[config.mk]
export PLATFORM = sky130hd
export DESIGN_NAME = terminal_option_config
export DESIGN_NICKNAME = d
export VERILOG_FILES = /design/src/shared/tcfg_pkg.sv /design/src/design/retry_bus_select.sv /design/src/design/response_validity.sv /design/src/design/terminal_option_config.sv
export VERILOG_INCLUDE_DIRS = /design/src /design/src/shared
export SDC_FILE = /design/constraint.sdc
export NUM_CORES = 1
export LEC_CHECK = 0
export ABC_AREA = 0
export BUFFER_PORTS_ARGS = -buffer_cell sky130_fd_sc_hd__buf_2
export CORE_MARGIN = 10
export CORE_UTILIZATION = 50
export CTS_CLUSTER_DIAMETER = 150
export DETAILED_ROUTE_END_ITERATION = 10
export PLACE_DENSITY = 0.84
export REMOVE_ABC_BUFFERS = 1
export SLEW_MARGIN = 20
export SYNTH_ARGS = -nofsm -noshare
export SYNTH_HDL_FRONTEND = slang
export SYNTH_HIERARCHICAL = 1
export SYNTH_SLANG_ARGS = --single-unit
[constraint.sdc]
create_clock -name pclk -period 2.4 [get_ports pclk]
set_input_delay 0.36 -clock pclk [delete_from_list [all_inputs] [get_ports pclk]]
set_output_delay 0.36 -clock pclk [all_outputs]
set_load 0.05 [all_outputs]
[src/shared/tcfg_params.svh]
// Purpose: Offsets, field positions, reset values and timing counts for the terminal option block.
// Assumes: APB with 32-bit data, one register per aligned word.
// Notes:   Definitions only.
`ifndef TCFG_PARAMS_SVH
`define TCFG_PARAMS_SVH

`define TCFG_ADDR_W          12
`define TCFG_OFS_OPTION      12'h000
`define TCFG_OFS_AUX         12'h004
`define TCFG_OFS_STATUS      12'h008

`define TCFG_OPTION_RESET    16'h0000
`define TCFG_AUX_RESET       8'h00
`define TCFG_BIT_RETRY2_EN   3

`define TCFG_ST_ADDR_LSB     0
`define TCFG_ST_ADDR_VALID   6
`define TCFG_ST_TEST_LSB     7
`define TCFG_ST_TEST_BAD     10
`define TCFG_ST_GAP_ACTIVE   11

`define TCFG_TEST_NORMAL     3'h0
`define TCFG_TEST_DECODER    3'h1
`define TCFG_TEST_ENCODER    3'h2
`define TCFG_TEST_PROTOCOL   3'h3
`define TCFG_TEST_FAILSAFE   3'h4
`define TCFG_TEST_REGISTERS  3'h5

`define TCFG_CLK_PERIOD_NS   25
`define TCFG_GAP_EXT_NS      20000
`define TCFG_GAP_EXT_CYCLES  ((`TCFG_GAP_EXT_NS + `TCFG_CLK_PERIOD_NS - 1) / `TCFG_CLK_PERIOD_NS)

`endif

[src/shared/tcfg_pkg.sv]
// Purpose: Types shared by the terminal option block and its helpers.
// Assumes: Nothing beyond the constants header.
// Notes:   Field order of option_low_t matches the low byte, bit 7 first.
`default_nettype none
package tcfg_pkg;

    typedef enum logic
    {
        BUS_A = 1'b0,
        BUS_B = 1'b1
    } bus_t;

    typedef struct packed
    {
        logic       second_retry_alt_bus;
        logic       msg_error_no_data_valid;
        logic       busy_no_data_valid;
        logic       monitor_alt_bus_gap_keep;
        logic       address_latch_allow;
        logic [2:0] test_select;
    } option_low_t;

    typedef struct packed
    {
        logic [5:0] words_requested;
        logic [5:0] words_received;
        logic       msg_error;
        logic       busy;
    } resp_info_t;

    typedef struct packed
    {
        logic [4:0] rt_addr;
        logic       parity;
    } rt_addr_t;

    typedef enum logic [6:0]
    {
        TM_NORMAL    = 7'h01,
        TM_DECODER   = 7'h02,
        TM_ENCODER   = 7'h04,
        TM_PROTOCOL  = 7'h08,
        TM_FAILSAFE  = 7'h10,
        TM_REGISTERS = 7'h20,
        TM_INVALID   = 7'h40
    } test_mode_t;

endpackage
`default_nettype wire

[src/design/retry_bus_select.sv]
// Purpose: Chooses the bus for a second retry of a failed message.
// Assumes: second_retry_req is a one-cycle pulse from the retry engine.
// Notes:   Answers one cycle after the request.
`timescale 1ns/1ps
`default_nettype none
module retry_bus_select
(
    // Clock and reset
    input  wire logic           pclk,
    input  wire logic           presetn,
    // Configuration
    input  wire logic           alt_bus,
    input  wire logic           retry_enable,
    // Request and answer
    input  wire logic           second_retry_req,
    input  wire tcfg_pkg::bus_t orig_bus,
    output logic                second_retry_go,
    output tcfg_pkg::bus_t      second_retry_bus,
    output logic                second_retry_drop
);

    always_ff @(posedge pclk or negedge presetn)
    begin
        if (!presetn)
        begin
            second_retry_go   <= 1'b0;
            second_retry_drop <= 1'b0;
        end
        else
        begin
            second_retry_go   <= second_retry_req & retry_enable;
            second_retry_drop <= second_retry_req & ~retry_enable;
        end
    end

    always_ff @(posedge pclk or negedge presetn)
    begin
        if (!presetn)
            second_retry_bus <= tcfg_pkg::BUS_A;
        else if (second_retry_req && retry_enable)
            second_retry_bus <= alt_bus ? tcfg_pkg::bus_t'(~orig_bus) : orig_bus;
    end

    AST_RETRY_SAME_BUS: assert property (@(posedge pclk) disable iff (!presetn)
        second_retry_req && retry_enable && !alt_bus |=> second_retry_go && second_retry_bus == $past(orig_bus))
        else $error("Second retry left the original bus.");

    AST_RETRY_ALT_BUS: assert property (@(posedge pclk) disable iff (!presetn)
        second_retry_req && retry_enable && alt_bus |=> second_retry_go && second_retry_bus != $past(orig_bus))
        else $error("Second retry stayed on the original bus.");

    AST_RETRY_NEEDS_ENABLE: assert property (@(posedge pclk) disable iff (!presetn)
        second_retry_go |-> $past(retry_enable) && $past(second_retry_req) && !second_retry_drop)
        else $error("Second retry issued without enable.");

endmodule
`default_nettype wire

[src/design/response_validity.sv]
// Purpose: Judges an RT response that carries the error or busy status bit.
// Assumes: resp_done is a one-cycle pulse with resp_info valid in the same cycle.
// Notes:   A response with both bits set and no data needs both allowances.
`timescale 1ns/1ps
`default_nettype none
module response_validity
(
    // Clock and reset
    input  wire logic                 pclk,
    input  wire logic                 presetn,
    // Configuration
    input  wire logic                 msg_error_no_data_valid,
    input  wire logic                 busy_no_data_valid,
    // Response and verdict
    input  wire logic                 resp_done,
    input  wire tcfg_pkg::resp_info_t resp_info,
    output logic                      resp_valid,
    output logic                      resp_invalid
);

    logic nxt_ok;
    logic full_data;
    logic no_data_ok;

    always_comb
    begin
        full_data  = resp_info.words_received == resp_info.words_requested;
        no_data_ok = resp_info.words_received == 6'h00
                   && (resp_info.msg_error || resp_info.busy)
                   && (!resp_info.msg_error || msg_error_no_data_valid)
                   && (!resp_info.busy || busy_no_data_valid);
        nxt_ok     = full_data || no_data_ok;
    end

    always_ff @(posedge pclk or negedge presetn)
    begin
        if (!presetn)
        begin
            resp_valid   <= 1'b0;
            resp_invalid <= 1'b0;
        end
        else
        begin
            resp_valid   <= resp_done & nxt_ok;
            resp_invalid <= resp_done & ~nxt_ok;
        end
    end

    AST_MERR_NEEDS_DATA: assert property (@(posedge pclk) disable iff (!presetn)
        resp_done && resp_info.msg_error && !msg_error_no_data_valid && resp_info.words_requested != 6'h00
        && resp_info.words_received == 6'h00 |=> resp_invalid && !resp_valid)
        else $error("Error status without data accepted.");

    AST_MERR_NO_DATA_OK: assert property (@(posedge pclk) disable iff (!presetn)
        resp_done && resp_info.msg_error && !resp_info.busy && msg_error_no_data_valid
        && resp_info.words_received == 6'h00 |=> resp_valid)
        else $error("Error status without data refused.");

    AST_BUSY_NEEDS_DATA: assert property (@(posedge pclk) disable iff (!presetn)
        resp_done && resp_info.busy && !busy_no_data_valid && resp_info.words_requested != 6'h00
        && resp_info.words_received == 6'h00 |=> resp_invalid)
        else $error("Busy status without data accepted.");

    AST_BUSY_NO_DATA_OK: assert property (@(posedge pclk) disable iff (!presetn)
        resp_done && resp_info.busy && !resp_info.msg_error && busy_no_data_valid
        && resp_info.words_received == 6'h00 |=> resp_valid)
        else $error("Busy status without data refused.");

endmodule
`default_nettype wire

[src/design/terminal_option_config.sv]
// Purpose: Terminal option register with its retry, validity, monitor gap, address latch and test effects.
// Assumes: APB slave with zero wait states; all inputs synchronous to pclk.
// Notes:   The upper byte of the option register is plain storage for logic elsewhere.
//
// Decided for this implementation: the register offsets and the APB register port.
`timescale 1ns/1ps
`include "tcfg_params.svh"
`default_nettype none
module terminal_option_config
#(
    parameter int GAP_EXT_CYCLES = `TCFG_GAP_EXT_CYCLES
)
(
    // Clock and reset
    input  wire logic                       pclk,
    input  wire logic                       presetn,
    // APB slave
    input  wire logic                       psel,
    input  wire logic                       penable,
    input  wire logic                       pwrite,
    input  wire logic [`TCFG_ADDR_W-1:0]    paddr,
    input  wire logic [31:0]                pwdata,
    input  wire logic [3:0]                 pstrb,
    output logic      [31:0]                prdata,
    output logic                            pready,
    output logic                            pslverr,
    // Second retry
    input  wire logic                       second_retry_req,
    input  wire tcfg_pkg::bus_t             orig_bus,
    output logic                            second_retry_go,
    output tcfg_pkg::bus_t                  second_retry_bus,
    output logic                            second_retry_drop,
    // Response validity
    input  wire logic                       resp_done,
    input  wire tcfg_pkg::resp_info_t       resp_info,
    output logic                            resp_valid,
    output logic                            resp_invalid,
    // Monitor gap
    input  wire logic                       monitor_mode,
    input  wire logic                       mon_msg_start,
    input  wire tcfg_pkg::bus_t             mon_msg_bus,
    output logic                            mon_gap_extend,
    // RT address latch
    input  wire logic                       address_latch_input,
    input  wire tcfg_pkg::rt_addr_t         rt_addr_pins,
    output tcfg_pkg::rt_addr_t              rt_addr_latched,
    // Test condition
    output tcfg_pkg::test_mode_t            test_mode
);

    localparam int GAP_W = $clog2(GAP_EXT_CYCLES + 1);

    logic [15:0]            option_ff;
    logic [7:0]             aux_ff;
    logic [31:0]            prdata_ff;
    tcfg_pkg::option_low_t  opt;
    logic                   second_retry_enable;
    logic                   wr_en;
    logic                   rd_setup;
    logic [31:0]            nxt_prdata;

    tcfg_pkg::rt_addr_t     addr_ff;
    logic                   addr_valid_ff;

    tcfg_pkg::bus_t         last_bus_ff;
    logic                   seen_msg_ff;
    logic                   alt_start;
    logic [GAP_W-1:0]       gap_cnt_ff;
    logic                   gap_active_ff;

    tcfg_pkg::test_mode_t   test_mode_ff;

    function automatic logic addr_mapped(input logic [`TCFG_ADDR_W-1:0] a);
        addr_mapped = (a == `TCFG_OFS_OPTION) || (a == `TCFG_OFS_AUX) || (a == `TCFG_OFS_STATUS);
    endfunction

    function automatic tcfg_pkg::test_mode_t test_decode(input logic [2:0] code);
        case (code)
            `TCFG_TEST_NORMAL:    test_decode = tcfg_pkg::TM_NORMAL;
            `TCFG_TEST_DECODER:   test_decode = tcfg_pkg::TM_DECODER;
            `TCFG_TEST_ENCODER:   test_decode = tcfg_pkg::TM_ENCODER;
            `TCFG_TEST_PROTOCOL:  test_decode = tcfg_pkg::TM_PROTOCOL;
            `TCFG_TEST_FAILSAFE:  test_decode = tcfg_pkg::TM_FAILSAFE;
            `TCFG_TEST_REGISTERS: test_decode = tcfg_pkg::TM_REGISTERS;
            default:              test_decode = tcfg_pkg::TM_INVALID;
        endcase
    endfunction

    assign opt                 = tcfg_pkg::option_low_t'(option_ff[7:0]);
    assign second_retry_enable = aux_ff[`TCFG_BIT_RETRY2_EN];

    // APB handshake: every access completes in its first access cycle.
    assign wr_en    = psel & penable & pwrite & addr_mapped(paddr);
    assign rd_setup = psel & ~penable & ~pwrite;
    assign pready   = 1'b1;
    assign pslverr  = psel & penable & ~addr_mapped(paddr);
    assign prdata   = prdata_ff;

    always_ff @(posedge pclk or negedge presetn)
    begin
        if (!presetn)
            option_ff <= `TCFG_OPTION_RESET;
        else if (wr_en && paddr == `TCFG_OFS_OPTION)
        begin
            if (pstrb[0])
                option_ff[7:0] <= pwdata[7:0];
            if (pstrb[1])
                option_ff[15:8] <= pwdata[15:8];
        end
    end

    always_ff @(posedge pclk or negedge presetn)
    begin
        if (!presetn)
            aux_ff <= `TCFG_AUX_RESET;
        else if (wr_en && paddr == `TCFG_OFS_AUX && pstrb[0])
            aux_ff <= pwdata[7:0];
    end

    // Read data is captured in the setup cycle so that it comes from a flip-flop
    // and still needs no wait state.
    always_comb
    begin
        nxt_prdata = 32'h0000_0000;
        case (paddr)
            `TCFG_OFS_OPTION:
                nxt_prdata[15:0] = option_ff;
            `TCFG_OFS_AUX:
                nxt_prdata[7:0] = aux_ff;
            `TCFG_OFS_STATUS:
            begin
                nxt_prdata[`TCFG_ST_ADDR_LSB +: 6]  = addr_ff;
                nxt_prdata[`TCFG_ST_ADDR_VALID]     = addr_valid_ff;
                nxt_prdata[`TCFG_ST_TEST_LSB +: 3]  = opt.test_select;
                nxt_prdata[`TCFG_ST_TEST_BAD]       = test_mode_ff == tcfg_pkg::TM_INVALID;
                nxt_prdata[`TCFG_ST_GAP_ACTIVE]     = gap_active_ff;
            end
            default:
                nxt_prdata = 32'h0000_0000;
        endcase
    end

    always_ff @(posedge pclk or negedge presetn)
    begin
        if (!presetn)
            prdata_ff <= 32'h0000_0000;
        else if (rd_setup)
            prdata_ff <= nxt_prdata;
    end

    retry_bus_select u_retry
    (
        .pclk              (pclk),
        .presetn           (presetn),
        .alt_bus           (opt.second_retry_alt_bus),
        .retry_enable      (second_retry_enable),
        .second_retry_req  (second_retry_req),
        .orig_bus          (orig_bus),
        .second_retry_go   (second_retry_go),
        .second_retry_bus  (second_retry_bus),
        .second_retry_drop (second_retry_drop)
    );

    response_validity u_resp
    (
        .pclk                    (pclk),
        .presetn                 (presetn),
        .msg_error_no_data_valid (opt.msg_error_no_data_valid),
        .busy_no_data_valid      (opt.busy_no_data_valid),
        .resp_done               (resp_done),
        .resp_info               (resp_info),
        .resp_valid              (resp_valid),
        .resp_invalid            (resp_invalid)
    );

    // The latch is transparent while both enables are high, so the last pin
    // value seen before either falls is the one kept.
    always_ff @(posedge pclk or negedge presetn)
    begin
        if (!presetn)
        begin
            addr_ff       <= '0;
            addr_valid_ff <= 1'b0;
        end
        else if (opt.address_latch_allow && address_latch_input)
        begin
            addr_ff       <= rt_addr_pins;
            addr_valid_ff <= 1'b1;
        end
    end

    assign rt_addr_latched = addr_ff;

    always_ff @(posedge pclk or negedge presetn)
    begin
        if (!presetn)
        begin
            last_bus_ff <= tcfg_pkg::BUS_A;
            seen_msg_ff <= 1'b0;
        end
        else if (monitor_mode && mon_msg_start)
        begin
            last_bus_ff <= mon_msg_bus;
            seen_msg_ff <= 1'b1;
        end
        else if (!monitor_mode)
            seen_msg_ff <= 1'b0;
    end

    assign alt_start = monitor_mode && mon_msg_start && seen_msg_ff && mon_msg_bus != last_bus_ff;

    // A new alternate-bus message restarts the extension even while one is
    // still running, which covers overlapping messages.
    always_ff @(posedge pclk or negedge presetn)
    begin
        if (!presetn)
        begin
            gap_cnt_ff    <= '0;
            gap_active_ff <= 1'b0;
        end
        else if (alt_start && !opt.monitor_alt_bus_gap_keep)
        begin
            gap_cnt_ff    <= GAP_W'(GAP_EXT_CYCLES);
            gap_active_ff <= 1'b1;
        end
        else if (gap_cnt_ff != '0)
        begin
            gap_cnt_ff    <= gap_cnt_ff - GAP_W'(1);
            gap_active_ff <= gap_cnt_ff != GAP_W'(1);
        end
    end

    assign mon_gap_extend = gap_active_ff;

    always_ff @(posedge pclk or negedge presetn)
    begin
        if (!presetn)
            test_mode_ff <= tcfg_pkg::TM_NORMAL;
        else
            test_mode_ff <= test_decode(opt.test_select);
    end

    assign test_mode = test_mode_ff;

    AST_LATCH_CAPTURES: assert property (@(posedge pclk) disable iff (!presetn)
        opt.address_latch_allow && address_latch_input |=> rt_addr_latched == $past(rt_addr_pins))
        else $error("Address not latched with both enables high.");

    AST_LATCH_BLOCKED: assert property (@(posedge pclk) disable iff (!presetn)
        !opt.address_latch_allow |=> $stable(rt_addr_latched))
        else $error("Address latched while latch disabled.");

    AST_GAP_EXTEND_START: assert property (@(posedge pclk) disable iff (!presetn)
        alt_start && !opt.monitor_alt_bus_gap_keep |=> mon_gap_extend && gap_cnt_ff == GAP_W'(GAP_EXT_CYCLES))
        else $error("Alternate-bus gap extension did not start.");

    AST_GAP_KEEP: assert property (@(posedge pclk) disable iff (!presetn)
        !mon_gap_extend && !(alt_start && !opt.monitor_alt_bus_gap_keep) |=> !mon_gap_extend)
        else $error("Gap extended without an allowed alternate-bus message.");

    AST_GAP_LENGTH: assert property (@(posedge pclk) disable iff (!presetn)
        mon_gap_extend == (gap_cnt_ff != '0))
        else $error("Gap extension flag and counter disagree.");

    AST_TEST_DECODE: assert property (@(posedge pclk) disable iff (!presetn)
        $stable(opt.test_select) && opt.test_select == `TCFG_TEST_NORMAL |=> test_mode == tcfg_pkg::TM_NORMAL)
        else $error("Normal code did not select normal operation.");

    AST_TEST_RESERVED: assert property (@(posedge pclk) disable iff (!presetn)
        opt.test_select[2:1] == 2'h3 |=> test_mode == tcfg_pkg::TM_INVALID)
        else $error("Reserved test code selected a test.");

    AST_TEST_REGS: assert property (@(posedge pclk) disable iff (!presetn)
        opt.test_select == `TCFG_TEST_REGISTERS |=> test_mode == tcfg_pkg::TM_REGISTERS)
        else $error("Register test code not decoded.");

endmodule
`default_nettype wire

==> qor.yml <==
cts_buffers: 9
synth-edff-count: 0
cp.required_ns: 2.04
maxCapViolCount: 0
drt-pass1-iter-count: 4
ys.warnings.count: 6
synth_cell_type_count: 53
setup.worst_path.start: "paddr[9]"
final_cells: 461
ys_seq_area_share_pct: 53.2
vdd.ir_drop.worst_mv: 0.554
ant_nets: 0
clockRootBuffer: "clkbuf_8"
place_inst: 445
gr-total-overflow: 0
synth_cells: 277
clock_latency_ns: 0.35
r2r_cells: 6
area_delta_synth_final_pct: 21.8
report.final.hold_viol_count: 0
drc: 0
ctsResizeCount: 0
coreArea_mm2: 0.00646
first_iter_violations: 126
hold_buffers: 0
maxSlewViolCount: 0
max_freq_mhz: 516
worst_slew_pin_slew_ns: 0.888
worstSetupEndpointType: "output pin"
dieArea_mm2: 0.0105
avgSynthCellArea_um2: 12.2
ioPinCount: 133
synth-main-ff-cell: "dfrtp_1"
start_util_pct: 52.5
p_leak_nw: 2.14
viasPerCell: 5.47
wirelength_um: 8460
row_count: 29
dp_hpwl_um: 6300
rsz0062_at_grt: "no"
vias: 2523
antenna_found_initial: 0
run_status: "completed"
fp.dieH_um: 102
port_buffers: 97
htreeDepth: 3
worstSetupStartpointType: "input port"
antenna-diode-count: 0
gp_congestion: 0.855
power_per_cell_area_mw_per_mm2: 732
layout.nets: 461
async_flop_share_pct: 100
finClkSkew_ns: 0.00725
r2r-start: "gap_cnt_ff[0]"
period_share_pct: 80.7
regToRegSetupSlack_ns: 0.53
cts_buffer_depth: 2
r2r_end: "gap_cnt_ff[0]"
hold_class: "input port to asynchronous set/reset pin"
place_ws_ns: 0.143
grt_start_max_net_pins: 73
setup_ws_ns: 0.463
tns_ns: 0
die_w_um: 102
grt_pass1_wl_um: 13200
layout_common_cells: "buf_2, dfrtp_1, mux2_2, conb_1, nor2_1"
power_w: 0.00302
synth_seq_cells: 72
wl_per_cell_um: 18.3
final_util_pct: 63.9
path_clk_slew_ns: 0.07
synth_area_mm2: 0.00339
cts_sinks: 72
critPathMaxFanout: 5
cts_setup_buffers: 0
setup_violations: 0
drive_above_1_share_pct: 42.7
grt_pass1_vias: 2613
gr-usage-all-layers_pct: 16.2
crit_type: "input port to output pin"
slew_headroom_pct: 40.8
critPathArrivalTime_ns: 1.58
layout_commonest_cell: "buf_2"
min_period_ns: 1.94
cts_tree: "built"
[stage by stage]
stage	hold WS [ns]	cell area, um^2
floorplan	0.0644	3270
global route	0.194	4130
CTS	0.160	4130
global placement	0.452	3890
finish	0.137	4130
detailed placement	0.463	3890
[worst max-delay path, cell delays in order]
cell and delay (ns):
buf_2 0.10, or4_4 0.59, a21oi_1 0.21, a21oi_1 0.10, buf_2 0.22
[cells in the mapped netlist, drive strengths merged, types with 2 or more instances]
| cell type | n | area (um^2) |
|---|---|---|
| nand2 | 10 | 40.0 |
| a32oi | 3 | 26.3 |
| and3 | 2 | 12.5 |
| a22oi | 8 | 60.1 |
| or3 | 2 | 12.5 |
| ha | 2 | 25.0 |
| inv | 5 | 18.8 |
| or4b | 2 | 20.0 |
| nor3 | 5 | 36.3 |
| and2 | 7 | 46.3 |
| dfrtp | 71 | 1780 |
| nor2 | 14 | 52.6 |
| mux2i | 6 | 60.1 |
| nor3b | 5 | 37.5 |
| o2111ai | 2 | 17.5 |
| a22o | 4 | 35.0 |
| a211oi | 3 | 22.5 |
| nand3 | 5 | 37.5 |
| and3b | 3 | 26.3 |
| a21oi | 6 | 33.8 |
| conb | 2 | 7.51 |
| nor4 | 7 | 88.8 |
| nand4 | 2 | 12.5 |
| o21ai | 9 | 45.0 |
| clkbuf | 5 | 18.8 |
| mux2 | 31 | 349 |
| a221o | 4 | 40.0 |
| buf | 21 | 153 |
| xor2 | 6 | 52.6 |
| a211o | 2 | 17.5 |
| xnor2 | 5 | 43.8 |
| or4 | 2 | 22.5 |
| nor2b | 3 | 18.8 |
[report_power, final]
group | internal (W) | total [W] | leakage [nW] | switching, W
Combinational | 0.000199 | 0.000515 | 1.05 | 0.000315
Sequential | 0.00130 | 0.00141 | 0.967 | 0.000110
Clock | 0.000640 | 0.00110 | 0.119 | 0.000456
Total | 0.00214 | 0.00302 | 2.14 | 0.000881
[kinds of logic after synthesis]
family | after synthesis | share of synthesized area, %
buf+inv | 31 | 5.61
other cells | 2 | 0.222
mux | 37 | 12.1
simple gates | 76 | 15.3
xor+xnor | 11 | 2.84
flops | 72 | 53.2
fa+ha+maj | 2 | 0.738
compound gates | 46 | 9.97
[final cells by class]
cell class	instances	area [um^2]
Clock inverter	5	78.8
Fill cell	526	2330
Multi-Input combinational cell	189	1450
Clock buffer	11	151
Timing Repair Buffer	102	526
Inverter	5	18.8
Sequential cell	72	1800
Tap cell	77	96.3
[how the worst max path moves through the flow]
stage | endpoint | slack, ns | cells after the start
3_5_place_dp | option_ff[15] | 0.14 | 5
6_report | pslverr | 0.46 | 5
5_1_grt | pslverr | 0.33 | 5
4_1_cts | pslverr | 0.46 | 5
3_3_place_gp | option_ff[14] | 0.19 | 5
2_1_floorplan | option_ff[10] | 0.40 | 4
[routing by layer]
metal,global-route usage [%],part of all wire (%),vias to the layer above
li1,-,-,1183
met1,18.9,41,1234
met2,26.7,49,95
met3,5.33,8.4,11
met4,7.27,1.7,0
met5,0,0,-
[flip-flops by register name, indices dropped and copies added, names as in the netlist]
name	count
addr_valid_ff	1
aux_ff	8
gap_cnt_ff	10
last_bus_ff	1
mon_gap_extend	1
option_ff	16
prdata	16
rt_addr_latched	6
seen_msg_ff	1
test_mode	7
u_resp/resp_invalid	1
u_resp/resp_valid	1
u_retry/second_retry_bus	1
u_retry/second_retry_drop	1
u_retry/second_retry_go	1
Power figures use the tool's default switching activity.
